[src/pkg/fac_pkg.sv]
// What this block does
// - Control write with auto enable starts flash run
// - Complete flag reads 0 during run, 1 after
// - CPU held halted for the whole run
// - First byte address is start sector times 1024
// - Sectors 32-63 map to selected upper bank
// - Last sector starts at (start plus count) times 1024
// - Start and count zero covers whole 64kB space
// - Count register bits 7:6 read zero, ignore writes
// - Bit reverse register reads back mirrored byte
// - Select bit picks 32-bit or 16-bit polynomial
// - Preset trigger loads all ones or all zeros
package fac_pkg;

    // Register addresses on the special function register port.
    localparam logic [7:0] FAC_ADDR_FLIP  = 8'h95;
    localparam logic [7:0] FAC_ADDR_AUTO  = 8'h96;
    localparam logic [7:0] FAC_ADDR_COUNT = 8'h97;

    // Reset values.
    localparam logic [7:0] FAC_RESET_FLIP  = 8'h00;
    localparam logic [7:0] FAC_RESET_AUTO  = 8'h40;
    localparam logic [7:0] FAC_RESET_COUNT = 8'h00;

    // Field positions in the auto control register.
    localparam int FAC_BIT_ENABLE   = 7;
    localparam int FAC_BIT_COMPLETE = 6;
    localparam int FAC_SECTOR_W     = 6;

    // Flash geometry: 1024-byte sectors, 64 kB banked space, 128 kB part.
    localparam int FAC_SECTOR_LOG2 = 10;
    localparam int FAC_ADDR_W      = 16;
    localparam int FAC_BYTES_W     = 17;
    localparam int FAC_PHYS_W      = 17;
    localparam int FAC_BANK_W      = 2;
    localparam logic [16:0] FAC_FULL_SPACE_BYTES = 17'h1_0000;

    // Polynomials and preset values.
    localparam logic [31:0] FAC_POLY32   = 32'h04C1_1DB7;
    localparam logic [15:0] FAC_POLY16   = 16'h1021;
    localparam logic [31:0] FAC_PRESET_1 = 32'hFFFF_FFFF;
    localparam logic [31:0] FAC_PRESET_0 = 32'h0000_0000;

    // Data FIFO between flash and the CRC engine.
    localparam int FAC_FIFO_WIDTH = 8;
    localparam int FAC_FIFO_DEPTH = 16;

    typedef enum logic [0:0] {
        FAC_IDLE = 1'b0,
        FAC_RUN  = 1'b1
    } fac_state_type;

endpackage

[src/logic/fac_core.sv]
`timescale 1ns/1ps
module fac_core
    import fac_pkg::*;
#(
    parameter bit LARGE_PART = 1'b1
) (
    // Clock, reset and clock enable
    input  wire logic                    ref_clk,
    input  wire logic                    reset,
    input  wire logic                    clk_en,
    // Special function register port
    input  wire logic [7:0]              sfr_addr,
    input  wire logic                    sfr_wr,
    input  wire logic                    sfr_rd,
    input  wire logic [7:0]              sfr_wdata,
    output logic      [7:0]              sfr_rdata,
    // Links to the rest of the CRC unit
    input  wire logic                    crc_control_reg_wr,
    input  wire logic                    polynomial_select,
    input  wire logic                    preset_value_select,
    input  wire logic                    result_preset_trigger,
    input  wire logic                    crc_in_wr,
    input  wire logic [7:0]              crc_in_data,
    output logic      [31:0]             crc_result,
    // Program bank register bits used for the upper code bank
    input  wire logic [FAC_BANK_W-1:0]   fetch_bank_select,
    // Flash read port
    output logic                         flash_rd_req,
    output logic      [FAC_PHYS_W-1:0]   flash_addr,
    input  wire logic                    flash_rd_ack,
    input  wire logic [7:0]              flash_rdata,
    // Core stall
    output logic                         cpu_halt
);
    fac_state_type               state_reg;
    fac_state_type               state_next;
    logic                        auto_run_enable_reg;
    logic                        auto_run_enable_next;
    logic [FAC_SECTOR_W-1:0]     start_sector_reg;
    logic [FAC_SECTOR_W-1:0]     start_sector_next;
    logic [FAC_SECTOR_W-1:0]     sector_count_reg;
    logic [FAC_SECTOR_W-1:0]     sector_count_next;
    logic [7:0]                  bit_reverse_byte_reg;
    logic [7:0]                  bit_reverse_byte_next;
    logic [7:0]                  flipped_wdata;
    logic [FAC_ADDR_W-1:0]       fetch_addr_reg;
    logic [FAC_ADDR_W-1:0]       fetch_addr_next;
    logic [FAC_BYTES_W-1:0]      fetch_left_reg;
    logic [FAC_BYTES_W-1:0]      fetch_left_next;
    logic [FAC_BYTES_W-1:0]      feed_left_reg;
    logic [FAC_BYTES_W-1:0]      feed_left_next;
    logic [FAC_BYTES_W-1:0]      run_bytes;
    logic [31:0]                 crc_reg;
    logic [31:0]                 crc_next;
    logic [7:0]                  rdata_reg;
    logic [7:0]                  rdata_next;
    logic                        fifo_in_ready;
    logic                        fifo_out_valid;
    logic                        fifo_out_ready;
    logic [7:0]                  fifo_out_data;
    logic                        feed;
    logic                        start_run;
    logic                        wr_flip;
    logic                        wr_auto;
    logic                        wr_count;

    // Byte update, most significant bit first, for either polynomial length.
    function automatic logic [31:0] crc_byte(input logic [31:0] crc_in,
                                             input logic [7:0]  data,
                                             input logic        short_poly);
        logic [31:0] c32;
        logic [15:0] c16;
        c32 = crc_in ^ {data, 24'h00_0000};
        c16 = crc_in[15:0] ^ {data, 8'h00};
        for (int i = 0; i < 8; i++) begin
            c32 = c32[31] ? ((c32 << 1) ^ FAC_POLY32) : (c32 << 1);
            c16 = c16[15] ? ((c16 << 1) ^ FAC_POLY16) : (c16 << 1);
        end
        return short_poly ? {16'h0000, c16} : c32;
    endfunction

    assign wr_flip  = sfr_wr && (sfr_addr == FAC_ADDR_FLIP);
    assign wr_auto  = sfr_wr && (sfr_addr == FAC_ADDR_AUTO);
    assign wr_count = sfr_wr && (sfr_addr == FAC_ADDR_COUNT);

    // The mirror is pure wiring, so the stored byte is already reversed.
    for (genvar b = 0; b < 8; b++) begin : g_flip
        assign flipped_wdata[b] = sfr_wdata[7 - b];
    end

    // Both fields zero is the one case that does not follow the sector formula.
    always_comb begin
        if ((start_sector_reg == '0) && (sector_count_reg == '0)) begin
            run_bytes = FAC_FULL_SPACE_BYTES;
        end else begin
            run_bytes = FAC_BYTES_W'({1'b0, sector_count_reg} + 7'd1) << FAC_SECTOR_LOG2;
        end
    end

    assign start_run = crc_control_reg_wr && auto_run_enable_reg && (state_reg == FAC_IDLE);

    // Upper half of the banked space goes to the bank the fetch select names.
    always_comb begin
        if (LARGE_PART && fetch_addr_reg[FAC_ADDR_W-1]) begin
            flash_addr = {fetch_bank_select, fetch_addr_reg[FAC_ADDR_W-2:0]};
        end else begin
            flash_addr = FAC_PHYS_W'(fetch_addr_reg);
        end
    end

    // Requests stop while the FIFO is full, so flash is never read ahead of space.
    assign flash_rd_req   = (state_reg == FAC_RUN) && (fetch_left_reg != '0) && fifo_in_ready;
    assign fifo_out_ready = (state_reg == FAC_RUN) && !crc_in_wr;
    assign feed           = fifo_out_valid && fifo_out_ready;
    assign cpu_halt       = (state_reg == FAC_RUN);
    assign crc_result     = crc_reg;
    assign sfr_rdata      = rdata_reg;

    fac_fifo #(
        .WIDTH (FAC_FIFO_WIDTH),
        .DEPTH (FAC_FIFO_DEPTH)
    ) u_fifo (
        .ref_clk   (ref_clk),
        .reset     (reset),
        .clk_en    (clk_en),
        .in_valid  (flash_rd_ack && flash_rd_req),
        .in_ready  (fifo_in_ready),
        .in_data   (flash_rdata),
        .out_valid (fifo_out_valid),
        .out_ready (fifo_out_ready),
        .out_data  (fifo_out_data),
        .flush     (start_run)
    );

    // Run sequencing and register writes.
    always_comb begin
        state_next            = state_reg;
        fetch_addr_next       = fetch_addr_reg;
        fetch_left_next       = fetch_left_reg;
        feed_left_next        = feed_left_reg;
        auto_run_enable_next  = auto_run_enable_reg;
        start_sector_next     = start_sector_reg;
        sector_count_next     = sector_count_reg;
        bit_reverse_byte_next = bit_reverse_byte_reg;
        if (wr_auto) begin
            auto_run_enable_next = sfr_wdata[FAC_BIT_ENABLE];
            start_sector_next    = sfr_wdata[FAC_SECTOR_W-1:0];
        end
        if (wr_count) begin
            sector_count_next = sfr_wdata[FAC_SECTOR_W-1:0];
        end
        if (wr_flip) begin
            bit_reverse_byte_next = flipped_wdata;
        end
        unique case (state_reg)
            FAC_IDLE: begin
                if (start_run) begin
                    state_next      = FAC_RUN;
                    fetch_addr_next = {start_sector_reg, 10'h000};
                    fetch_left_next = run_bytes;
                    feed_left_next  = run_bytes;
                end
            end
            FAC_RUN: begin
                if (flash_rd_req && flash_rd_ack) begin
                    fetch_addr_next = fetch_addr_reg + 16'h0001;
                    fetch_left_next = fetch_left_reg - 17'h0_0001;
                end
                if (feed) begin
                    feed_left_next = feed_left_reg - 17'h0_0001;
                    if (feed_left_reg == 17'h0_0001) begin
                        state_next = FAC_IDLE;
                    end
                end
            end
        endcase
    end

    // Result: a preset wins over a byte arriving in the same cycle.
    always_comb begin
        crc_next = crc_reg;
        if (result_preset_trigger) begin
            crc_next = preset_value_select ? FAC_PRESET_1 : FAC_PRESET_0;
        end else if (feed) begin
            crc_next = crc_byte(crc_reg, fifo_out_data, polynomial_select);
        end else if (crc_in_wr) begin
            crc_next = crc_byte(crc_reg, crc_in_data, polynomial_select);
        end
    end

    // Read data is held in a register one cycle after the read strobe.
    always_comb begin
        rdata_next = rdata_reg;
        if (sfr_rd) begin
            unique case (sfr_addr)
                FAC_ADDR_FLIP:  rdata_next = bit_reverse_byte_reg;
                FAC_ADDR_AUTO:  rdata_next = {auto_run_enable_reg, (state_reg == FAC_IDLE),
                                              start_sector_reg};
                FAC_ADDR_COUNT: rdata_next = {2'b00, sector_count_reg};
                default:        rdata_next = 8'h00;
            endcase
        end
    end

    always_ff @(posedge ref_clk) begin
        if (reset) begin
            state_reg            <= FAC_IDLE;
            auto_run_enable_reg  <= FAC_RESET_AUTO[FAC_BIT_ENABLE];
            start_sector_reg     <= FAC_RESET_AUTO[FAC_SECTOR_W-1:0];
            sector_count_reg     <= FAC_RESET_COUNT[FAC_SECTOR_W-1:0];
            bit_reverse_byte_reg <= FAC_RESET_FLIP;
            fetch_addr_reg       <= '0;
            fetch_left_reg       <= '0;
            feed_left_reg        <= '0;
            crc_reg              <= FAC_PRESET_0;
            rdata_reg            <= 8'h00;
        end else if (clk_en) begin
            state_reg            <= state_next;
            auto_run_enable_reg  <= auto_run_enable_next;
            start_sector_reg     <= start_sector_next;
            sector_count_reg     <= sector_count_next;
            bit_reverse_byte_reg <= bit_reverse_byte_next;
            fetch_addr_reg       <= fetch_addr_next;
            fetch_left_reg       <= fetch_left_next;
            feed_left_reg        <= feed_left_next;
            crc_reg              <= crc_next;
            rdata_reg            <= rdata_next;
        end
    end
endmodule

[src/logic/fac_fifo.sv]
`timescale 1ns/1ps
module fac_fifo
    import fac_pkg::*;
#(
    parameter int WIDTH = FAC_FIFO_WIDTH,
    parameter int DEPTH = FAC_FIFO_DEPTH
) (
    // Clock and reset
    input  wire logic             ref_clk,
    input  wire logic             reset,
    input  wire logic             clk_en,
    // Fill side
    input  wire logic             in_valid,
    output logic                  in_ready,
    input  wire logic [WIDTH-1:0] in_data,
    // Drain side
    output logic                  out_valid,
    input  wire logic             out_ready,
    output logic      [WIDTH-1:0] out_data,
    // Flush
    input  wire logic             flush
);
    localparam int PTR_W = $clog2(DEPTH);

    logic [WIDTH-1:0] mem_reg [DEPTH];
    logic [PTR_W-1:0] wr_ptr_reg;
    logic [PTR_W-1:0] wr_ptr_next;
    logic [PTR_W-1:0] rd_ptr_reg;
    logic [PTR_W-1:0] rd_ptr_next;
    logic [PTR_W:0]   fill_reg;
    logic [PTR_W:0]   fill_next;
    logic             push;
    logic             pop;

    assign in_ready  = (fill_reg != (PTR_W + 1)'(DEPTH));
    assign out_valid = (fill_reg != '0);
    assign out_data  = mem_reg[rd_ptr_reg];
    assign push      = in_valid && in_ready;
    assign pop       = out_valid && out_ready;

    always_comb begin
        wr_ptr_next = wr_ptr_reg;
        rd_ptr_next = rd_ptr_reg;
        fill_next   = fill_reg;
        if (flush) begin
            wr_ptr_next = '0;
            rd_ptr_next = '0;
            fill_next   = '0;
        end else begin
            if (push) begin
                wr_ptr_next = (wr_ptr_reg == (PTR_W)'(DEPTH - 1)) ? '0 : wr_ptr_reg + 1'b1;
            end
            if (pop) begin
                rd_ptr_next = (rd_ptr_reg == (PTR_W)'(DEPTH - 1)) ? '0 : rd_ptr_reg + 1'b1;
            end
            fill_next = fill_reg + (PTR_W + 1)'(push) - (PTR_W + 1)'(pop);
        end
    end

    always_ff @(posedge ref_clk) begin
        if (reset) begin
            wr_ptr_reg <= '0;
            rd_ptr_reg <= '0;
            fill_reg   <= '0;
        end else if (clk_en) begin
            wr_ptr_reg <= wr_ptr_next;
            rd_ptr_reg <= rd_ptr_next;
            fill_reg   <= fill_next;
            if (push && !flush) begin
                mem_reg[wr_ptr_reg] <= in_data;
            end
        end
    end
endmodule

[config.mk]
export PLATFORM = sky130hd
export DESIGN_NAME = fac_core
export DESIGN_NICKNAME = d
export VERILOG_FILES = /design/src/pkg/fac_pkg.sv /design/src/logic/fac_core.sv /design/src/logic/fac_fifo.sv
export SDC_FILE = /design/constraint.sdc
export NUM_CORES = 1
export LEC_CHECK = 0
export ABC_AREA = 1
export BUFFER_PORTS_ARGS = -buffer_cell sky130_fd_sc_hd__buf_2
export CAP_MARGIN = 20
export CORE_UTILIZATION = 45
export DETAILED_ROUTE_END_ITERATION = 8
export HOLD_SLACK_MARGIN = 0.06
export SLEW_MARGIN = 20
export SYNTH_ARGS = -nofsm -noshare
export SYNTH_HDL_FRONTEND = slang
export SYNTH_SLANG_ARGS = --single-unit
[constraint.sdc]
create_clock -name ref_clk -period 3.2 [get_ports ref_clk]
set_input_delay 0.64 -clock ref_clk [delete_from_list [all_inputs] [get_ports ref_clk]]
set_output_delay 0.64 -clock ref_clk [all_outputs]
set_load 0.005 [all_outputs]
* Word level (Yosys, flattened, before mapping)
Memory sizes are Yosys's and may differ from the RTL's. A register that Yosys moved wholly into a read port is not among the register bits. Cells that the tools add are included.
Operators by class: add/sub/neg operators 8, equal/unequal tests 10, muxes and demuxes 66, bitwise logic cells 37, reduce and logical (&&, ||, !) cells 31
Operator list (number):
- 27-bit two-way mux | 16
- 14-bit NOT | 16
- 13-bit two-way mux | 16
- 32-bit two-way mux | 6
- 17-bit two-way mux | 5
- 17-bit case mux with 2 select lines | 2
- 32-bit XOR | 2
- 3-bit NOT | 16
- 17-bit by 1-bit subtractor with 17-bit output, second input constant | 2
- 16-bit two-way mux | 2
- 4-bit two-way mux | 8
- 16-bit case mux with 2 select lines | 1
- 16-bit XOR | 2
- 8-bit equality test, second input constant | 3
- 8-bit case mux with 3 select lines | 1
- 17-bit by 1-bit equality test with 1-bit output, second input constant | 1
- 17-bit nonzero test | 1
- 16-bit by 1-bit adder with 16-bit output, second input constant | 1
- 2-bit AND reduction | 7
- 1-bit logical AND | 13
- 6-bit logical NOT | 2
- 4-bit by 1-bit adder with 4-bit output, second input constant | 2
- 4-bit equality test, second input constant | 2
- 6-bit by 1-bit adder with 7-bit output, second input constant | 1
- other kinds (13) | 24
Storage, ports and cells: flip-flop bits (word level) 125, RAM bits 128, bits of input ports 45, output and inout port bits 59, memories kept 1
Memory list:
- u_fifo.mem_reg | depth 16, bits a word 8, rd ports 1, clocked after Yosys merged registers in 1, wr ports 1, RTL line fac_fifo.sv:25 | logic [WIDTH-1:0] mem_reg [DEPTH];

* Depth between registers and ports, before layout
word-level depth 21, mapped depth 21, depth with buffers taken out 20

* By module
Synthesis repeated with hierarchy kept, for this count alone.
Second synthesis, totals: cell total of the unflattened synthesis 1994, area, all modules 15100.7 µm²
By module, submodules not included:
- fac_core | times used 1, cells an instance 1432, area an instance 8780.9 µm²
- fac_fifo | times used 1, cells an instance 562, area an instance 6319.8 µm²

* Worst setup path before layout
OpenSTA, ideal clock, no wires.
kind input port to flip-flop, from in clk_en, to mem u_fifo.mem_reg[3][0] in the netlist's numbering, enable pin, arrival time 2.378 ns, required time 2.817 ns, path slack 0.438 ns, cell stages on the path 7, cells stage by stage clkbuf_1 inv_1 nor2_1 nand2_1 nor2_1 inv_1 nor3_1
Between the ends: cells in the longest elaborated chain, start to end 3
RTL lines:
- start: declaration | RTL line fac_core.sv:10 | input wire logic clk_en,
- 1-bit two-way mux | RTL line fac_fifo.sv:65 | end else if (clk_en) begin
- 1-bit two-way mux | RTL line fac_fifo.sv:61 | if (reset) begin
- 1-bit two-way mux (implied by the code) | RTL line fac_fifo.sv:70 | mem_reg[wr_ptr_reg] <= in_data;
- end: declaration | RTL line fac_fifo.sv:25
Every way passes these cells.

==> flow_summary.ini <==
[clocking]
cts.path.max_buffers = 3
clock_sinks = 257
cts_tree = done
htreeDepth = 1
cts_buffers = 30
cts.clk_slew.worst_paths_ns = 0.06
root_buffer = clkbuf_16
clk-insertion-delay-late_ns = 0.60

[timing]
finalHoldViolCount = 0
slew-limit-headroom_pct = 49.3
rsz0062_at_grt = no
finClkSkew_ns = 0.0404
post-route-period-util_pct = 92.1
worst_pin_slew_ns = 0.755
tns_ns = 0
min_period_ns = 2.95
fmax_mhz = 339
setup_viol_count_final = 0
setup_slack_ns = 0.252
drv_slew = 0

[global_routing]
grt-ovfl-total = 0
grt_pass1_vias = 12147
grt_max_degree = 74
grt_pass1_wl_um = 68400
track_usage_pct = 26.2
antenna_found_initial = 0

[worst_setup_path]
critical_path_class = flop to flop
max_stage_delay_ns = 0.35
critPathMostFrequentCell = nand2_1
crit_path_cell_trace = inv_2, buf_4, o21ai_1, nand3_1, nand3_1, nand2_1, nand2_1, nand2_2, nand2_1, nand2_1, buf_4, nand2_1, nand2_1, nor2_1, o21ai_0, a21oi_1
r2r_slack_ns = 0.25
worstSetupEndpointType = flop
path_max_fanout = 24
critPathBufInv = 3
worstPathArrival_ns = 3.41
cp.required_ns = 3.66
cp_top_family = simple AND/OR/NAND/NOR gates
critical-path-slowest-cell = inv_2
cp-start-kind = flop

[drt]
firstDrtPassIters = 8
ant_nets = 0
post-route-drc-count = 0
finalWirelength_um = 43800
wl_per_cell_um = 17.9
drt-vias-per-instance = 5.37
num_vias = 13152
drt_iter0_markers = 1014

[floorplan]
die_x_um = 183
core_area_um2 = 31900
start_util_pct = 46.1
pin_count = 104
die_h_um = 183
rows = 65
die_area_um2 = 33400

[finish]
fillerInstances = 3143
multi_input_area_um2 = 7040
drive_gt1_share_pct = 13.6
fin_nets = 2052
largest_register_ffs = 128
syn_to_final_growth_pct = 13.2
antenna_cells = 0
seqCellArea_um2 = 6430

[synthesis]
ys.flop_type = dfxtp_1
synth_edf_count = 128
syn_nets = 1951
yosys_warnings = 0
synthCells = 1887
yosys-top-cells-count = 400 x nand2_1, 192 x nor2_1, 184 x inv_1
syn_area_um2 = 14700
synthArstFlopShare_pct = 0
yosys-top-cells-area = edfxtp_1 26%, dfxtp_1 18%, nand2_1 10%
yosysSeqAreaShare_pct = 43.7
synth.most_common_cell = nand2_1
ys_types = 53
yosysTopAreaCellShare_pct = 26.1
yosys_register_bits = 257
postSynthAreaPerCell_um2 = 7.79
yosysTopAreaCell = edfxtp_1

[min_path]
hold_class = input port to flop
worstHoldStart = sfr_wdata[6]

[place]
dp_hpwl_um = 31200
place_congestion = 1.03
post-place-ws_ns = 0.264
io_buffers = 103

[power]
powerDensity_nw_per_um2 = 493
vdd_drop_max_mv = 0.439
power.leakage_uw = 0.00698

[run]
maxCapViolCount = 0

[run_status]
outcome = finished, final reports clean
worst reg2reg max path, stage by stage (launching register included):
cell     delay, ns
dfxtp_2       0.34
inv_2         0.35
buf_4         0.26
o21ai_1       0.08
nand3_1       0.12
nand3_1       0.23
nand2_1       0.18
nand2_1       0.07
nand2_2       0.18
nand2_1       0.07
nand2_1       0.13
buf_4         0.17
nand2_1       0.05
nand2_1       0.09
nor2_1        0.05
o21ai_0       0.34
a21oi_1       0.11
logic make-up (layout without fill, tap and decap cells):
group	after synthesis	after routing	synth area share, %
AO/OA/AOI/OAI	380	380	14.2
XOR/XNOR	118	118	7.77
adder cells (fa/ha/maj)	19	19	1.67
buffers and inverters	281	406	8.49
flip-flops	257	257	43.7
AND/OR/NAND/NOR	832	832	24.2
metrics by stage:
step / total power [uW] / utilization, % / instances / hold slack (ns) / cell area [um^2]
CTS: 8260 / 52.2 / 2447 / 0.348 / 16600
finish: 8210 / 52.2 / 2447 / 0.365 / 16600
detailed placement: 4880 / 49.2 / 2391 / 0.451 / 15700
global placement: 4870 / 49.2 / 2391 / 0.445 / 15700
global route: 8530 / 52.2 / 2447 / 0.398 / 16600
floorplan: 4480 / - / 1887 / 0.429 / 14700
power breakdown:
part	internal, uW	leakage (uW)	switching (uW)	total (uW)
Clock	1960	0.000469	1410	3380
Combinational	453	0.00431	796	1250
Sequential	3490	0.00220	99.0	3590
cell type report:
cell class,instances,share of cell area (%)
inverters,192,4.33
multi-input cells,1349,42.3
repair buffers,158,5.73
well taps,435,3.27
clock buffers,37,4.67
flip-flops and latches,257,38.6
clock inverters,19,1.10
layout by cell type, fill, tap and decap left out, types with 80 or more instances in the layout:
master,netlist,final
xor2_1,80,80
inv_1,184,184
o21ai_0,172,172
buf_2,16,103
edfxtp_1,128,128
nand2_1,400,399
nand3_1,150,150
nor2_1,192,192
dfxtp_1,129,128
a21oi_1,124,123
worst paths after layout:
check,endpoint,depth (start not counted)
hold reg to reg,bit_reverse_byte_reg[1],2
setup reg to reg,crc_result[27],16
hold / removal,bit_reverse_byte_reg[1],3
setup / recovery,crc_result[27],16
timing repair:
item                                    4_1_cts  5_1_grt
endpoints found under the setup margin        0        1
setup buffers                                 0        0
hold buffers                                  0        0
resized for setup                             0        1
routing by layer:
layer  vias to the layer above  part of all wire, %  wire (um)  GRT usage, %
li1                       6458                    -          -             -
met4                         0                  2.5       1100          7.53
met5                         -                    0          0             0
met2                       451                   47      20500          43.7
met1                      6176                   44      19300          35.6
met3                        67                  6.5       2840          3.24
Power figures use the tool's default switching activity.
